<file path="src/common/fdc_pkg.sv">
// Register map, field layouts and carrier types of the flight-data channel config block
package fdc_pkg;
  // Register byte offsets, one aligned 32-bit word each
  localparam logic [7:0] FDC_OFF_CTRL = 8'h00;
  localparam logic [7:0] FDC_OFF_SYNC1 = 8'h04;
  localparam logic [7:0] FDC_OFF_SYNC2 = 8'h08;
  localparam logic [7:0] FDC_OFF_SYNC3 = 8'h0C;
  localparam logic [7:0] FDC_OFF_SYNC4 = 8'h10;
  localparam logic [7:0] FDC_OFF_STATUS = 8'h14;
  localparam logic [7:0] FDC_OFF_RATE = 8'h18;
  localparam logic [7:0] FDC_OFF_FRAME = 8'h1C;
  // Control word: width, writable bits and reset value
  localparam int unsigned FDC_CTRL_W = 17;
  localparam logic [16:0] FDC_CTRL_MASK = 17'h1FF77;
  localparam logic [16:0] FDC_CTRL_RST = 17'h00000;
  // Sync patterns and their reset values
  localparam int unsigned FDC_SYNC_W = 12;
  localparam int unsigned FDC_SYNC_N = 4;
  localparam logic [11:0] FDC_SYNC1_RST = 12'h001;
  localparam logic [11:0] FDC_SYNC2_RST = 12'h002;
  localparam logic [11:0] FDC_SYNC3_RST = 12'h003;
  localparam logic [11:0] FDC_SYNC4_RST = 12'h004;
  // Rate code 0 base values, each code step doubles them
  localparam logic [12:0] FDC_BASE_WORDS = 13'h0020;
  localparam logic [15:0] FDC_BASE_BPS = 16'h0180;
  // Status word field positions
  localparam int unsigned FDC_STAT_LOCK_POS = 0;
  localparam int unsigned FDC_STAT_STATE_POS = 1;
  localparam int unsigned FDC_STAT_IDX_POS = 4;
  localparam int unsigned FDC_STAT_LOSS_POS = 8;
  localparam logic [7:0] FDC_LOSS_MAX = 8'hFF;

  typedef enum logic [1:0] {
    FDC_ST_OFF = 2'b00,
    FDC_ST_HUNT = 2'b01,
    FDC_ST_CHECK = 2'b10,
    FDC_ST_LOCK = 2'b11
  } fdc_hunt_t;

  typedef struct packed {
    logic valid;
    logic [11:0] data;
  } fdc_word_t;

  typedef struct packed {
    logic tx_buffer_enable;
    logic rx_buffer_enable;
    logic rx_shared_buffer_enable;
    logic rx_loopback_select;
    logic tx_slew_select;
    logic tx_biphase_encoding_enable;
    logic tx_rz_encoding_enable;
    logic rx_line_code_select;
    logic frame_autodetect_enable;
    logic rsv_7;
    logic [2:0] tx_rate_select;
    logic rsv_3;
    logic [2:0] rx_rate_select;
  } fdc_ctrl_t;

  typedef struct packed {
    fdc_hunt_t state;
    logic [1:0] idx;
    logic [12:0] cnt;
    logic lock;
  } fdc_hunt_st_t;

  typedef struct packed {
    logic line;
    fdc_word_t sel;
    fdc_word_t own;
    fdc_word_t shared;
  } fdc_route_st_t;

  typedef struct packed {
    fdc_ctrl_t ctrl;
    logic [3:0][11:0] sync;
    logic pready;
    logic pslverr;
    logic [31:0] prdata;
    fdc_word_t tx;
    logic lock_d;
    logic [7:0] loss;
  } fdc_regs_t;

  // Words per sub-frame for a rate code
  function automatic logic [12:0] fdc_subframe_len(input logic [2:0] rate);
    return FDC_BASE_WORDS << rate;
  endfunction

  // Bits per second for a rate code
  function automatic logic [15:0] fdc_bit_rate(input logic [2:0] rate);
    return FDC_BASE_BPS << rate;
  endfunction
endpackage

</file>
<file path="src/hw/fdc_rx_route.sv">
// Receive source select and own or shared buffer steering
`timescale 1ns/1ps
module fdc_rx_route (
  input wire logic clk_i,
  input wire logic rst_n_i,
  input wire logic loop_i,
  input wire logic shared_i,
  input wire logic buf_en_i,
  input wire logic line_i,
  input wire logic loop_line_i,
  input wire fdc_pkg::fdc_word_t word_i,
  input wire fdc_pkg::fdc_word_t loop_word_i,
  output logic line_o,
  output fdc_pkg::fdc_word_t sel_o,
  output fdc_pkg::fdc_word_t own_o,
  output fdc_pkg::fdc_word_t shared_o
);
  import fdc_pkg::*;
  fdc_route_st_t s_ff;
  fdc_route_st_t nxt_s;

  // Wrap swaps in the looped transmit signal; the words then go to the own or the shared buffer, or to neither while buffering is off
  always_comb
  begin
    nxt_s = s_ff;
    nxt_s.line = loop_i ? loop_line_i : line_i;
    nxt_s.sel = loop_i ? loop_word_i : word_i;
    nxt_s.own = nxt_s.sel;
    nxt_s.shared = nxt_s.sel;
    nxt_s.own.valid = nxt_s.sel.valid && buf_en_i && !shared_i;
    nxt_s.shared.valid = nxt_s.sel.valid && buf_en_i && shared_i;
  end

  // State register
  always_ff @(posedge clk_i or negedge rst_n_i)
  begin
    if (!rst_n_i)
      s_ff <= '0;
    else
      s_ff <= nxt_s;
  end

  assign line_o = s_ff.line;
  assign sel_o = s_ff.sel;
  assign own_o = s_ff.own;
  assign shared_o = s_ff.shared;
endmodule

</file>
<file path="src/hw/fdc_sync_hunt.sv">
// Frame sync hunter: walks the four sync patterns at sub-frame spacing
`timescale 1ns/1ps
module fdc_sync_hunt (
  input wire logic clk_i,
  input wire logic rst_n_i,
  input wire logic en_i,
  input wire logic [2:0] rate_i,
  input wire fdc_pkg::fdc_word_t word_i,
  input wire logic [fdc_pkg::FDC_SYNC_N-1:0][fdc_pkg::FDC_SYNC_W-1:0] sync_i,
  output fdc_pkg::fdc_hunt_t state_o,
  output logic [1:0] idx_o,
  output logic lock_o
);
  import fdc_pkg::*;
  fdc_hunt_st_t s_ff;
  fdc_hunt_st_t nxt_s;
  logic [12:0] len;
  logic hit;

  // Expected pattern and spacing for the current rate
  assign len = fdc_subframe_len(rate_i);
  assign hit = (word_i.data == sync_i[s_ff.idx]);

  // A miss at a pattern slot restarts the hunt; a rate change that overruns the count makes the next word a pattern slot
  always_comb
  begin
    nxt_s = s_ff;
    if (!en_i)
    begin
      nxt_s = '{state: FDC_ST_OFF, idx: 2'h0, cnt: 13'h0000, lock: 1'b0};
    end
    else
    begin
      case (s_ff.state)
        FDC_ST_OFF: nxt_s.state = FDC_ST_HUNT;
        FDC_ST_HUNT:
          if (word_i.valid && hit)
          begin
            nxt_s.state = FDC_ST_CHECK;
            nxt_s.idx = 2'h1;
            nxt_s.cnt = 13'h0001;
          end
        FDC_ST_CHECK, FDC_ST_LOCK:
          if (word_i.valid && (s_ff.cnt < len))
          begin
            nxt_s.cnt = s_ff.cnt + 13'h0001;
          end
          else if (word_i.valid && hit)
          begin
            nxt_s.idx = s_ff.idx + 2'h1;
            nxt_s.cnt = 13'h0001;
            if (s_ff.idx == 2'h3)
            begin
              nxt_s.state = FDC_ST_LOCK;
              nxt_s.lock = 1'b1;
            end
          end
          else if (word_i.valid)
          begin
            nxt_s = '{state: FDC_ST_HUNT, idx: 2'h0, cnt: 13'h0000, lock: 1'b0};
          end
        default: nxt_s.state = FDC_ST_OFF;
      endcase
    end
  end

  // State register
  always_ff @(posedge clk_i or negedge rst_n_i)
  begin
    if (!rst_n_i)
      s_ff <= '{state: FDC_ST_OFF, idx: 2'h0, cnt: 13'h0000, lock: 1'b0};
    else
      s_ff <= nxt_s;
  end

  assign state_o = s_ff.state;
  assign idx_o = s_ff.idx;
  assign lock_o = s_ff.lock;
endmodule

</file>
<file path="src/hw/fdc_top.sv">
// Flight-data channel configuration: APB register file, receive routing and frame sync hunt
//
// How it works
// - Rate codes 0 to 7 double the bit rate from 384 bps and the sub-frame from 32 words.
// - Receive and transmit each keep their own rate code.
// - An auto-detect enable starts the sync search, and while clear no search runs.
// - One receive setting picks bi-phase or bipolar return-to-zero decoding.
// - A transmit enable selects bipolar return-to-zero encoding.
// - A separate transmit enable selects bi-phase encoding.
// - Four 12-bit sync patterns are held and each must be loaded nonzero.
// - Wrap makes the receiver take the looped transmit signal instead of the line.
// - Shared mode sends received words to the common buffer instead of the own one.
// - Receive and transmit buffering each stop while their enable is clear.
// - The slew select drives 1 for fast edges and 0 for slow edges.
//
// Map: CTRL 0x00, SYNC1..4 0x04-0x10, STATUS 0x14, RATE 0x18, FRAME 0x1C.
`timescale 1ns/1ps
module fdc_top (
  input wire logic clk_i,
  input wire logic rst_n_i,
  input wire logic [7:0] paddr_i,
  input wire logic psel_i,
  input wire logic penable_i,
  input wire logic pwrite_i,
  input wire logic [31:0] pwdata_i,
  output logic [31:0] prdata_o,
  output logic pready_o,
  output logic pslverr_o,
  input wire logic rx_line_i,
  input wire logic tx_loop_line_i,
  input wire fdc_pkg::fdc_word_t rx_word_i,
  input wire fdc_pkg::fdc_word_t tx_word_i,
  output fdc_pkg::fdc_ctrl_t cfg_o,
  output logic rx_line_o,
  output fdc_pkg::fdc_word_t own_word_o,
  output fdc_pkg::fdc_word_t shared_word_o,
  output fdc_pkg::fdc_word_t tx_word_o,
  output logic frame_lock_o
);
  import fdc_pkg::*;
  fdc_regs_t r_ff;
  fdc_regs_t nxt_r;
  fdc_word_t sel_word;
  fdc_hunt_t hunt_state;
  logic [1:0] hunt_idx;
  logic hunt_lock;
  logic take_ph;
  logic resp_ph;
  logic [31:0] rd_val;
  logic rd_ok;
  logic sync_slot;
  logic [1:0] sync_idx;
  logic loss_evt;
  logic loss_clr;

  // APB phases: the answer is raised one cycle into the access phase
  assign take_ph = psel_i && penable_i && !r_ff.pready;
  assign resp_ph = psel_i && penable_i && r_ff.pready;
  assign sync_idx = 2'(paddr_i[4:2] - 3'h1);

  // Lock loss events, counted for software; a status write clears the count
  assign loss_evt = r_ff.lock_d && !hunt_lock;
  assign loss_clr = resp_ph && pwrite_i && (paddr_i == FDC_OFF_STATUS);

  // Address decode and read data; unmapped offsets answer with an error and zero
  always_comb
  begin
    rd_val = 32'h0000_0000;
    rd_ok = 1'b1;
    sync_slot = 1'b0;
    case (paddr_i)
      FDC_OFF_CTRL: rd_val = {15'h0000, r_ff.ctrl};
      FDC_OFF_SYNC1, FDC_OFF_SYNC2, FDC_OFF_SYNC3, FDC_OFF_SYNC4:
      begin
        sync_slot = 1'b1;
        rd_val = {20'h00000, r_ff.sync[sync_idx]};
      end
      FDC_OFF_STATUS:
      begin
        rd_val[FDC_STAT_LOCK_POS] = hunt_lock;
        rd_val[FDC_STAT_STATE_POS +: 2] = hunt_state;
        rd_val[FDC_STAT_IDX_POS +: 2] = hunt_idx;
        rd_val[FDC_STAT_LOSS_POS +: 8] = r_ff.loss;
      end
      FDC_OFF_RATE:
        rd_val = {fdc_bit_rate(r_ff.ctrl.tx_rate_select), fdc_bit_rate(r_ff.ctrl.rx_rate_select)};
      FDC_OFF_FRAME:
        rd_val = {3'h0, fdc_subframe_len(r_ff.ctrl.tx_rate_select),
                  3'h0, fdc_subframe_len(r_ff.ctrl.rx_rate_select)};
      default: rd_ok = 1'b0;
    endcase
  end

  // Next state of the register file and the transmit gate
  always_comb
  begin
    nxt_r = r_ff;
    nxt_r.pready = take_ph;
    // Answer fields are latched once, so they hold steady through the response cycle
    if (take_ph)
    begin
      nxt_r.prdata = pwrite_i ? 32'h0000_0000 : rd_val;
      nxt_r.pslverr = !rd_ok || (pwrite_i && sync_slot && (pwdata_i[11:0] == 12'h000));
    end
    // A refused write leaves every register untouched
    if (resp_ph && pwrite_i && !r_ff.pslverr)
    begin
      case (paddr_i)
        FDC_OFF_CTRL: nxt_r.ctrl = fdc_ctrl_t'(pwdata_i[FDC_CTRL_W-1:0] & FDC_CTRL_MASK);
        FDC_OFF_SYNC1, FDC_OFF_SYNC2, FDC_OFF_SYNC3, FDC_OFF_SYNC4:
          nxt_r.sync[sync_idx] = pwdata_i[FDC_SYNC_W-1:0];
        default: nxt_r.ctrl = r_ff.ctrl;
      endcase
    end
    // A loss in the clearing cycle still counts
    if (loss_evt && loss_clr)
      nxt_r.loss = 8'h01;
    else if (loss_evt && (r_ff.loss != FDC_LOSS_MAX))
      nxt_r.loss = r_ff.loss + 8'h01;
    else if (loss_clr)
      nxt_r.loss = 8'h00;
    nxt_r.lock_d = hunt_lock;
    nxt_r.tx.data = tx_word_i.data;
    nxt_r.tx.valid = tx_word_i.valid && r_ff.ctrl.tx_buffer_enable;
  end

  // Register file state
  always_ff @(posedge clk_i or negedge rst_n_i)
  begin
    if (!rst_n_i)
      r_ff <= '{ctrl: fdc_ctrl_t'(FDC_CTRL_RST),
                sync: {FDC_SYNC4_RST, FDC_SYNC3_RST, FDC_SYNC2_RST, FDC_SYNC1_RST},
                pready: 1'b0,
                pslverr: 1'b0,
                prdata: 32'h0000_0000,
                tx: '0,
                lock_d: 1'b0,
                loss: 8'h00};
    else
      r_ff <= nxt_r;
  end

  // Outputs straight from the state flops
  assign prdata_o = r_ff.prdata;
  assign pready_o = r_ff.pready;
  assign pslverr_o = r_ff.pslverr;
  assign cfg_o = r_ff.ctrl;
  assign tx_word_o = r_ff.tx;
  assign frame_lock_o = hunt_lock;

  // Receive source and buffer steering
  fdc_rx_route u_route (
    .clk_i(clk_i),
    .rst_n_i(rst_n_i),
    .loop_i(r_ff.ctrl.rx_loopback_select),
    .shared_i(r_ff.ctrl.rx_shared_buffer_enable),
    .buf_en_i(r_ff.ctrl.rx_buffer_enable),
    .line_i(rx_line_i),
    .loop_line_i(tx_loop_line_i),
    .word_i(rx_word_i),
    .loop_word_i(r_ff.tx),
    .line_o(rx_line_o),
    .sel_o(sel_word),
    .own_o(own_word_o),
    .shared_o(shared_word_o)
  );

  // Frame sync hunt on the selected word stream
  fdc_sync_hunt u_hunt (
    .clk_i(clk_i),
    .rst_n_i(rst_n_i),
    .en_i(r_ff.ctrl.frame_autodetect_enable),
    .rate_i(r_ff.ctrl.rx_rate_select),
    .word_i(sel_word),
    .sync_i(r_ff.sync),
    .state_o(hunt_state),
    .idx_o(hunt_idx),
    .lock_o(hunt_lock)
  );
endmodule

</file>
<file path="config.mk">
export PLATFORM = sky130hd
export DESIGN_NAME = fdc_top
export DESIGN_NICKNAME = d
export VERILOG_FILES = /design/src/common/fdc_pkg.sv /design/src/hw/fdc_rx_route.sv /design/src/hw/fdc_sync_hunt.sv /design/src/hw/fdc_top.sv
export SDC_FILE = /design/constraint.sdc
export NUM_CORES = 1
export LEC_CHECK = 0
export ABC_AREA = 0
export BUFFER_PORTS_ARGS = -buffer_cell sky130_fd_sc_hd__buf_2
export CAP_MARGIN = 20
export CELL_PAD_IN_SITES_DETAIL_PLACEMENT = 1
export CELL_PAD_IN_SITES_GLOBAL_PLACEMENT = 1
export CORE_MARGIN = 10
export CORE_UTILIZATION = 44
export CTS_CLUSTER_SIZE = 8
export DETAILED_ROUTE_END_ITERATION = 12
export PLACE_DENSITY_LB_ADDON = 0.1
export SYNTH_ARGS = -nofsm -noshare
export SYNTH_HDL_FRONTEND = slang
export SYNTH_SLANG_ARGS = --single-unit
</file>
<file path="constraint.sdc">
create_clock -name clk_i -period 3.28 [get_ports clk_i]
set_input_delay 0.656 -clock clk_i [delete_from_list [all_inputs] [get_ports clk_i]]
set_output_delay 0.656 -clock clk_i [all_outputs]
set_load 0.01 [all_outputs]
</file>
Word-level counts from Yosys, hierarchy flattened

Index checks and enable logic that the tools add are counted.

$add $sub $neg: 4
$lt $le $gt $ge: 4
Equality and inequality tests: 23
Shift-type cells: 4
Muxes and demuxes: 33
Reductions and logical operators: 37

Operators with widths:

| operator                                          | count |
|---|---|
| 2-to-1 mux 18 bit                                 | 3 |
| binary-select mux 12 bit (select 2 bit)           | 2 |
| bitwise mux 48 bit                                | 1 |
| one-hot mux 16 bit (3 select lines)               | 1 |
| one-hot mux 8 bit (5 select lines)                | 1 |
| 2-to-1 mux 12 bit                                 | 3 |
| == test 8 x 5 -> 1 bit (second input constant)    | 4 |
| 2-to-1 mux 32 bit                                 | 1 |
| left shift 9 x 3 -> 16 bit (first input constant) | 2 |
| one-hot mux 15 bit (2 select lines)               | 1 |
| 2-to-1 mux 13 bit                                 | 2 |
| left shift 6 x 3 -> 13 bit (first input constant) | 2 |
| demux 12 bit (select 2 bit)                       | 1 |
| 2-to-1 mux 8 bit                                  | 3 |
| logical AND 1 bit                                 | 18 |
| 2-to-1 mux 17 bit                                 | 1 |
| == test 8 x 4 -> 1 bit (second input constant)    | 2 |
| one-hot mux 3 bit (5 select lines)                | 1 |
| adder 13 x 1 -> 13 bit (second input constant)    | 1 |
| less-than comparator 13 bit                       | 1 |
| == test 12 bit                                    | 1 |
| logical NOT 12 bit                                | 1 |
| AND reduction 4 bit                               | 3 |
| one-hot mux 2 bit (5 select lines)                | 1 |
| 33 further kinds                                  | 48 |

Bits in registers: 153
Input port bits: 73
Output and inout port bits: 92

Depth between registers and ports, before layout

Depth in word-level cells: 8
Mapped depth: 11

Cells and area by module

A second synthesis with hierarchy kept.

Cells, all modules: 707
Area, all modules: 8199.1 µm²

By module, submodules not included:

| module        | instances | cells an instance | area each (µm²) |
|---|---|---|---|
| fdc_top       | 1         | 481               | 5770.5 |
| fdc_sync_hunt | 1         | 169               | 1660.3 |
| fdc_rx_route  | 1         | 57                | 768.2 |

Least setup slack after synthesis

OpenSTA, ideal clock, no wires.

Kind: input-to-reg
Start: input paddr_i[2]
End: register r_ff[100] (netlist bit)
Data arrival time: 2.848 ns
Setup slack: 0.305 ns
Cell stages on the path: 10
Cell sequence: buf_1 > inv_1 > ha_1 > or3_1 > nor2_1 > or4_1 > nor3_2 > nand2_1 > buf_2 > mux2_1

Longest elaborated chain between the ends: 6

Ends and longest elaborated chain:

| element                                                                                                                        | line           | text |
|---|---|---|
| start, declared                                                                                                                | fdc_top.sv:21  | `input wire logic [7:0] paddr_i,` |
| subtractor 2 x 1 -> 2 bit                                                                                                      | fdc_top.sv:59  | `assign sync_idx = 2'(paddr_i[4:2] - 3'h1);` |
| less-than comparator 2 x 3 -> 1 bit (implied by the code) / greater-or-equal comparator 2 x 1 -> 1 bit (equally long branches) | fdc_top.sv:111 | `nxt_r.sync[sync_idx] = pwdata_i[FDC_SYNC_W-1:0];` |
| logical AND 1 bit (implied by the code)                                                                                        | fdc_top.sv:111 |  |
| 2-to-1 mux 12 bit (implied by the code)                                                                                        | fdc_top.sv:111 |  |
| demux 12 bit (select 2 bit)                                                                                                    | fdc_top.sv:111 |  |
| bitwise mux 48 bit                                                                                                             | fdc_top.sv:111 |  |
| end signal, assigned                                                                                                           | fdc_top.sv:131 | `r_ff <= '{ctrl: fdc_ctrl_t'(FDC_CTRL_RST),` |
| end signal, assigned                                                                                                           | fdc_top.sv:140 | `r_ff <= nxt_r;` |
| end, declared                                                                                                                  | fdc_top.sv:41  | `fdc_regs_t r_ff;` |

Several ways; a longest one is shown, not always the timed one.
A chain may end at the register's enable or synchronous reset.

Worst setup path in the final report

Start: register u_hunt.s_ff (netlist bit u_hunt.idx_o[0])
End: register u_hunt.s_ff[4] (netlist bit)

Longest elaborated chain between the ends: 8

Ends and longest elaborated chain:

| element                                   | line                                     | text |
|---|---|---|
| start, declared                           | fdc_sync_hunt.sv:15                      | `fdc_hunt_st_t s_ff;` |
| start signal, assigned                    | fdc_sync_hunt.sv:71                      | `s_ff <= '{state: FDC_ST_OFF, idx: 2'h0, cnt: 13'h0000, lock: 1'b0};` |
| start signal, assigned                    | fdc_sync_hunt.sv:73                      | `s_ff <= nxt_s;` |
| binary-select mux 12 bit (select 2 bit) * | fdc_sync_hunt.sv:22                      | `assign hit = (word_i.data == sync_i[s_ff.idx]);` |
| 2-to-1 mux 12 bit (implied by the code) * | fdc_sync_hunt.sv:22                      |  |
| == test 12 bit *                          | fdc_sync_hunt.sv:22                      |  |
| logical AND 1 bit *                       | fdc_sync_hunt.sv:37, fdc_sync_hunt.sv:48 |  |
| 2-to-1 mux 18 bit                         | fdc_sync_hunt.sv:48                      | `else if (word_i.valid && hit)` |
| 2-to-1 mux 13 bit                         | fdc_sync_hunt.sv:44                      | `if (word_i.valid && (s_ff.cnt < len))` |
| one-hot mux 15 bit (2 select lines)       | fdc_sync_hunt.sv:34                      | `case (s_ff.state)` |
| 2-to-1 mux 18 bit                         | fdc_sync_hunt.sv:28                      | `if (!en_i)` |

Every way passes the cells marked *; elsewhere a longest branch is shown, timed or not. The select of a mux whose other input is x is not followed.

==> metrics.yaml <==
run_status:
  outcome: "finished clean"
synthesis:
  yosys.area.top_type: "dfrtp_1"
  avgSynthCellArea_sq_um: 11.2
  yosysWarnings: 0
  ys_seq_area_share_pct: 45.8
  synth_top_area_share_pct: 44.2
  synthDistinctLibCells: 63
  ys.flop_type: "dfrtp_1"
  synth_edf_count: 0
  syn-instance-count: 728
  synth_area_leaders: "dfrtp_1, buf_4, mux4_2"
  synthesis.area_sq_um: 8150
  ys_async_sr_fraction_pct: 100
  ys_seq_elements: 149
timing:
  finalCriticalPeriod_ns: 2.83
  setup_tns_ns: 0
  grt_setup_unrepaired: "no"
  final-setup-viol-count: 0
  hold_violations: 0
  worst_slew_pin_slew_ns: 0.976
  fmax_mhz: 353
  fin_crit_sh_pct: 86.3
  maxSlewViolCount: 0
  max_slew_margin_pct: 34.5
  skew_ns: 0.00892
global_routing:
  first_global_vias: 6593
  grt_first_pass_wirelength_um: 37100
  grt_max_degree: 73
  antenna_found_initial: 0
  overflow: 0
  gr-usage-all-layers_pct: 19.6
floorplanning:
  core_area_sq_um: 18100
  rows: 49
  fp.dieW_um: 156
  io_pins: 165
  initial_utilization_pct: 45.1
  dieArea_sq_um: 24400
  die_h_um: 156
setup_path:
  worstPathRequired_ns: 3.57
  setup.worst_path.end_class: "flop"
  r2r_slack_ns: 0.45
  crit_fanout: 17
  r2r-start: "u_hunt.idx_o[0]$_DFFE_PN0P_"
  worstPathArrival_ns: 3.12
  start_kind: "flop"
  rr_endpoint: "u_hunt.s_ff[4]$_DFFE_PN0P_"
  path_class: "flop to flop"
  r2r_cells: 8
route:
  drc: 0
  routed_wl_um: 23900
  vias_per_cell: 5.68
  ant_nets: 0
  wl_met3_um: 1110
  wl_met1_um: 9790
  dr_wl_met2_um: 12400
  via_count: 5943
  wl_per_cell_um: 22.8
  top_layer: "met4"
  drt_iter0_markers: 295
  dr.pass1.iters: 5
finish:
  final_layout_size_suffix_gt1_share_pct: 33.4
  n_fill_cell: 1963
  multi_input_area_sq_um: 3590
  area_delta_synth_final_pct: 13.4
  diodes: 0
  final-seq-area_sq_um: 3730
  num-nets-final: 900
pwr:
  peakVddDrop_uv: 382
  cellLeakagePower_uw: 0.00443
  p_total_uw: 4170
  power_density_nw_per_um2: 451
clock_network:
  cts_resized: 0
  cts.path.max_buffers: 2
  cts_setup_buffers: 0
  insertion_delay_ns: 0.43
  numCtsBuffers: 17
  cts.clk_slew.worst_paths_ns: 0.06
  ctsRootBufferMaster: "clkbuf_16"
  hold_buffers: 0
  cts_sinks: 149
  h-tree-depth: 4
  cts_tree: "done"
placement:
  dpl.hpwl_um: 17900
  gp_congestion: 0.878
  port_buffers: 143
job:
  maxCapViolCount: 0
worst_hold_path:
  min_path_type: "input port to asynchronous set/reset pin"
==> layout make-up <==
type / count / area share [%]
Inverter: 21 / 0.853
Timing Repair Buffer: 169 / 10.1
Sequential cell: 149 / 40.4
Tap cell: 229 / 3.10
Clock inverter: 13 / 1.84
Multi-Input combinational cell: 446 / 38.8
Clock buffer: 19 / 4.90
==> logic make-up after synthesis <==
family / synth area share [%]
simple gates: 10.3
flops: 45.8
buf+inv: 10.6
compound gates: 10.3
mux: 17.4
fa+ha+maj: 3.53
xor+xnor: 2.04
other cells: 0.0460
==> flip-flops by register name (all words and copies together) (netlist names) <==
register          cells
r_ff                 57
prdata_o             28
cfg_o                15
tx_word_o            13
u_hunt.s_ff          13
u_route.shared_o     13
u_hunt.idx_o          2
u_hunt.state_o        2
pready_o              1
pslverr_o             1
u_hunt.lock_o         1
u_route.line_o        1
u_route.own_o         1
u_route.sel_o         1
==> placed cells by master (no fill, tap or decap), types with 4 or more instances in the layout <==
cell type / Yosys / layout
a22oi_1: 6 / 6
mux4_2: 22 / 22
a21oi_1: 13 / 13
clkbuf_16: 0 / 17
buf_2: 7 / 142
mux2_1: 40 / 40
nand2_1: 56 / 56
and3_1: 10 / 10
ha_1: 23 / 23
a211oi_1: 5 / 5
nand3_1: 15 / 15
nor3_1: 10 / 10
o21ai_1: 7 / 7
a31oi_1: 4 / 4
mux2i_1: 6 / 6
buf_4: 87 / 25
o21ai_0: 40 / 40
xor2_1: 11 / 11
a32o_1: 5 / 5
nand2b_1: 4 / 4
nand4_1: 7 / 7
conb_1: 1 / 6
dfstp_2: 5 / 5
nor2b_1: 6 / 6
dfrtp_1: 144 / 144
nor2_1: 34 / 34
xnor2_1: 8 / 8
mux2_2: 37 / 37
inv_1: 21 / 21
a221oi_1: 4 / 4
a22o_1: 14 / 14
==> Yosys cell counts, types with 6 or more instances <==
cell and n:
mux2_2 37, xnor2_1 8, a22oi_1 6, buf_4 87, a21oi_1 13, o21ai_1 7, mux2i_1 6, mux4_2 22
and3_1 10, xor2_1 11, nor3_1 10, nand4_1 7, inv_1 21, mux2_1 40, buf_2 7, o21ai_0 40
nor2b_1 6, clkbuf_1 20, nand3_1 15, nor2_1 34, nand2_1 56, a22o_1 14, ha_1 23, dfrtp_1 144
==> worst max-delay path: stages (launching register included) <==
cell and delay (ns):
dfrtp_1 0.33, buf_4 0.32, mux4_2 0.63, xnor2_1 0.24, and4_1 0.25, o2111ai_1 0.31, o22ai_1 0.24, buf_4 0.23
o21ai_0 0.12
==> layer usage <==
layer,global-route usage (%),vias to the layer above
li1,-,2694
met1,23.1,3066
met2,33.9,154
met3,4.49,29
met4,7.73,0
met5,0,-
==> power breakdown <==
part           internal [uW]  switching [uW]
sequential              1860            20.9
combinational           86.8             148
clock                   1250             810
total                   3190             979
==> stage by stage <==
stage / instance area [sq um] / worst slack (ns) / hold WS (ns) / util, % / cells
after floorplan: 8170 / 0.305 / 0.360 / - / 733
after global placement: 8610 / 0.268 / 0.450 / 47.6 / 1013
after detailed placement: 8610 / 0.266 / 0.462 / 47.6 / 1013
after CTS: 9230 / 0.461 / 0.261 / 51.1 / 1045
after global routing: 9240 / 0.260 / 0.274 / 51.1 / 1046
final: 9240 / 0.451 / 0.234 / 51.1 / 1046
==> worst max path at each step <==
stage / slack [ns] / startpoint / endpoint
after floorplan: 0.30 / paddr_i[2] / r_ff[100]$_DFFE_PN0P_
after global placement: 0.27 / paddr_i[0] / prdata_o[10]$_DFFE_PN0P_
after detailed placement: 0.27 / paddr_i[0] / prdata_o[10]$_DFFE_PN0P_
after CTS: 0.46 / u_hunt.idx_o[0]$_DFFE_PN0P_ / u_hunt.s_ff[4]$_DFFE_PN0P_
after global routing: 0.26 / u_hunt.idx_o[0]$_DFFE_PN0P_ / u_hunt.s_ff[4]$_DFFE_PN0P_
final: 0.45 / u_hunt.idx_o[0]$_DFFE_PN0P_ / u_hunt.s_ff[4]$_DFFE_PN0P_
Note: power is estimated with default switching activity, not from simulation.
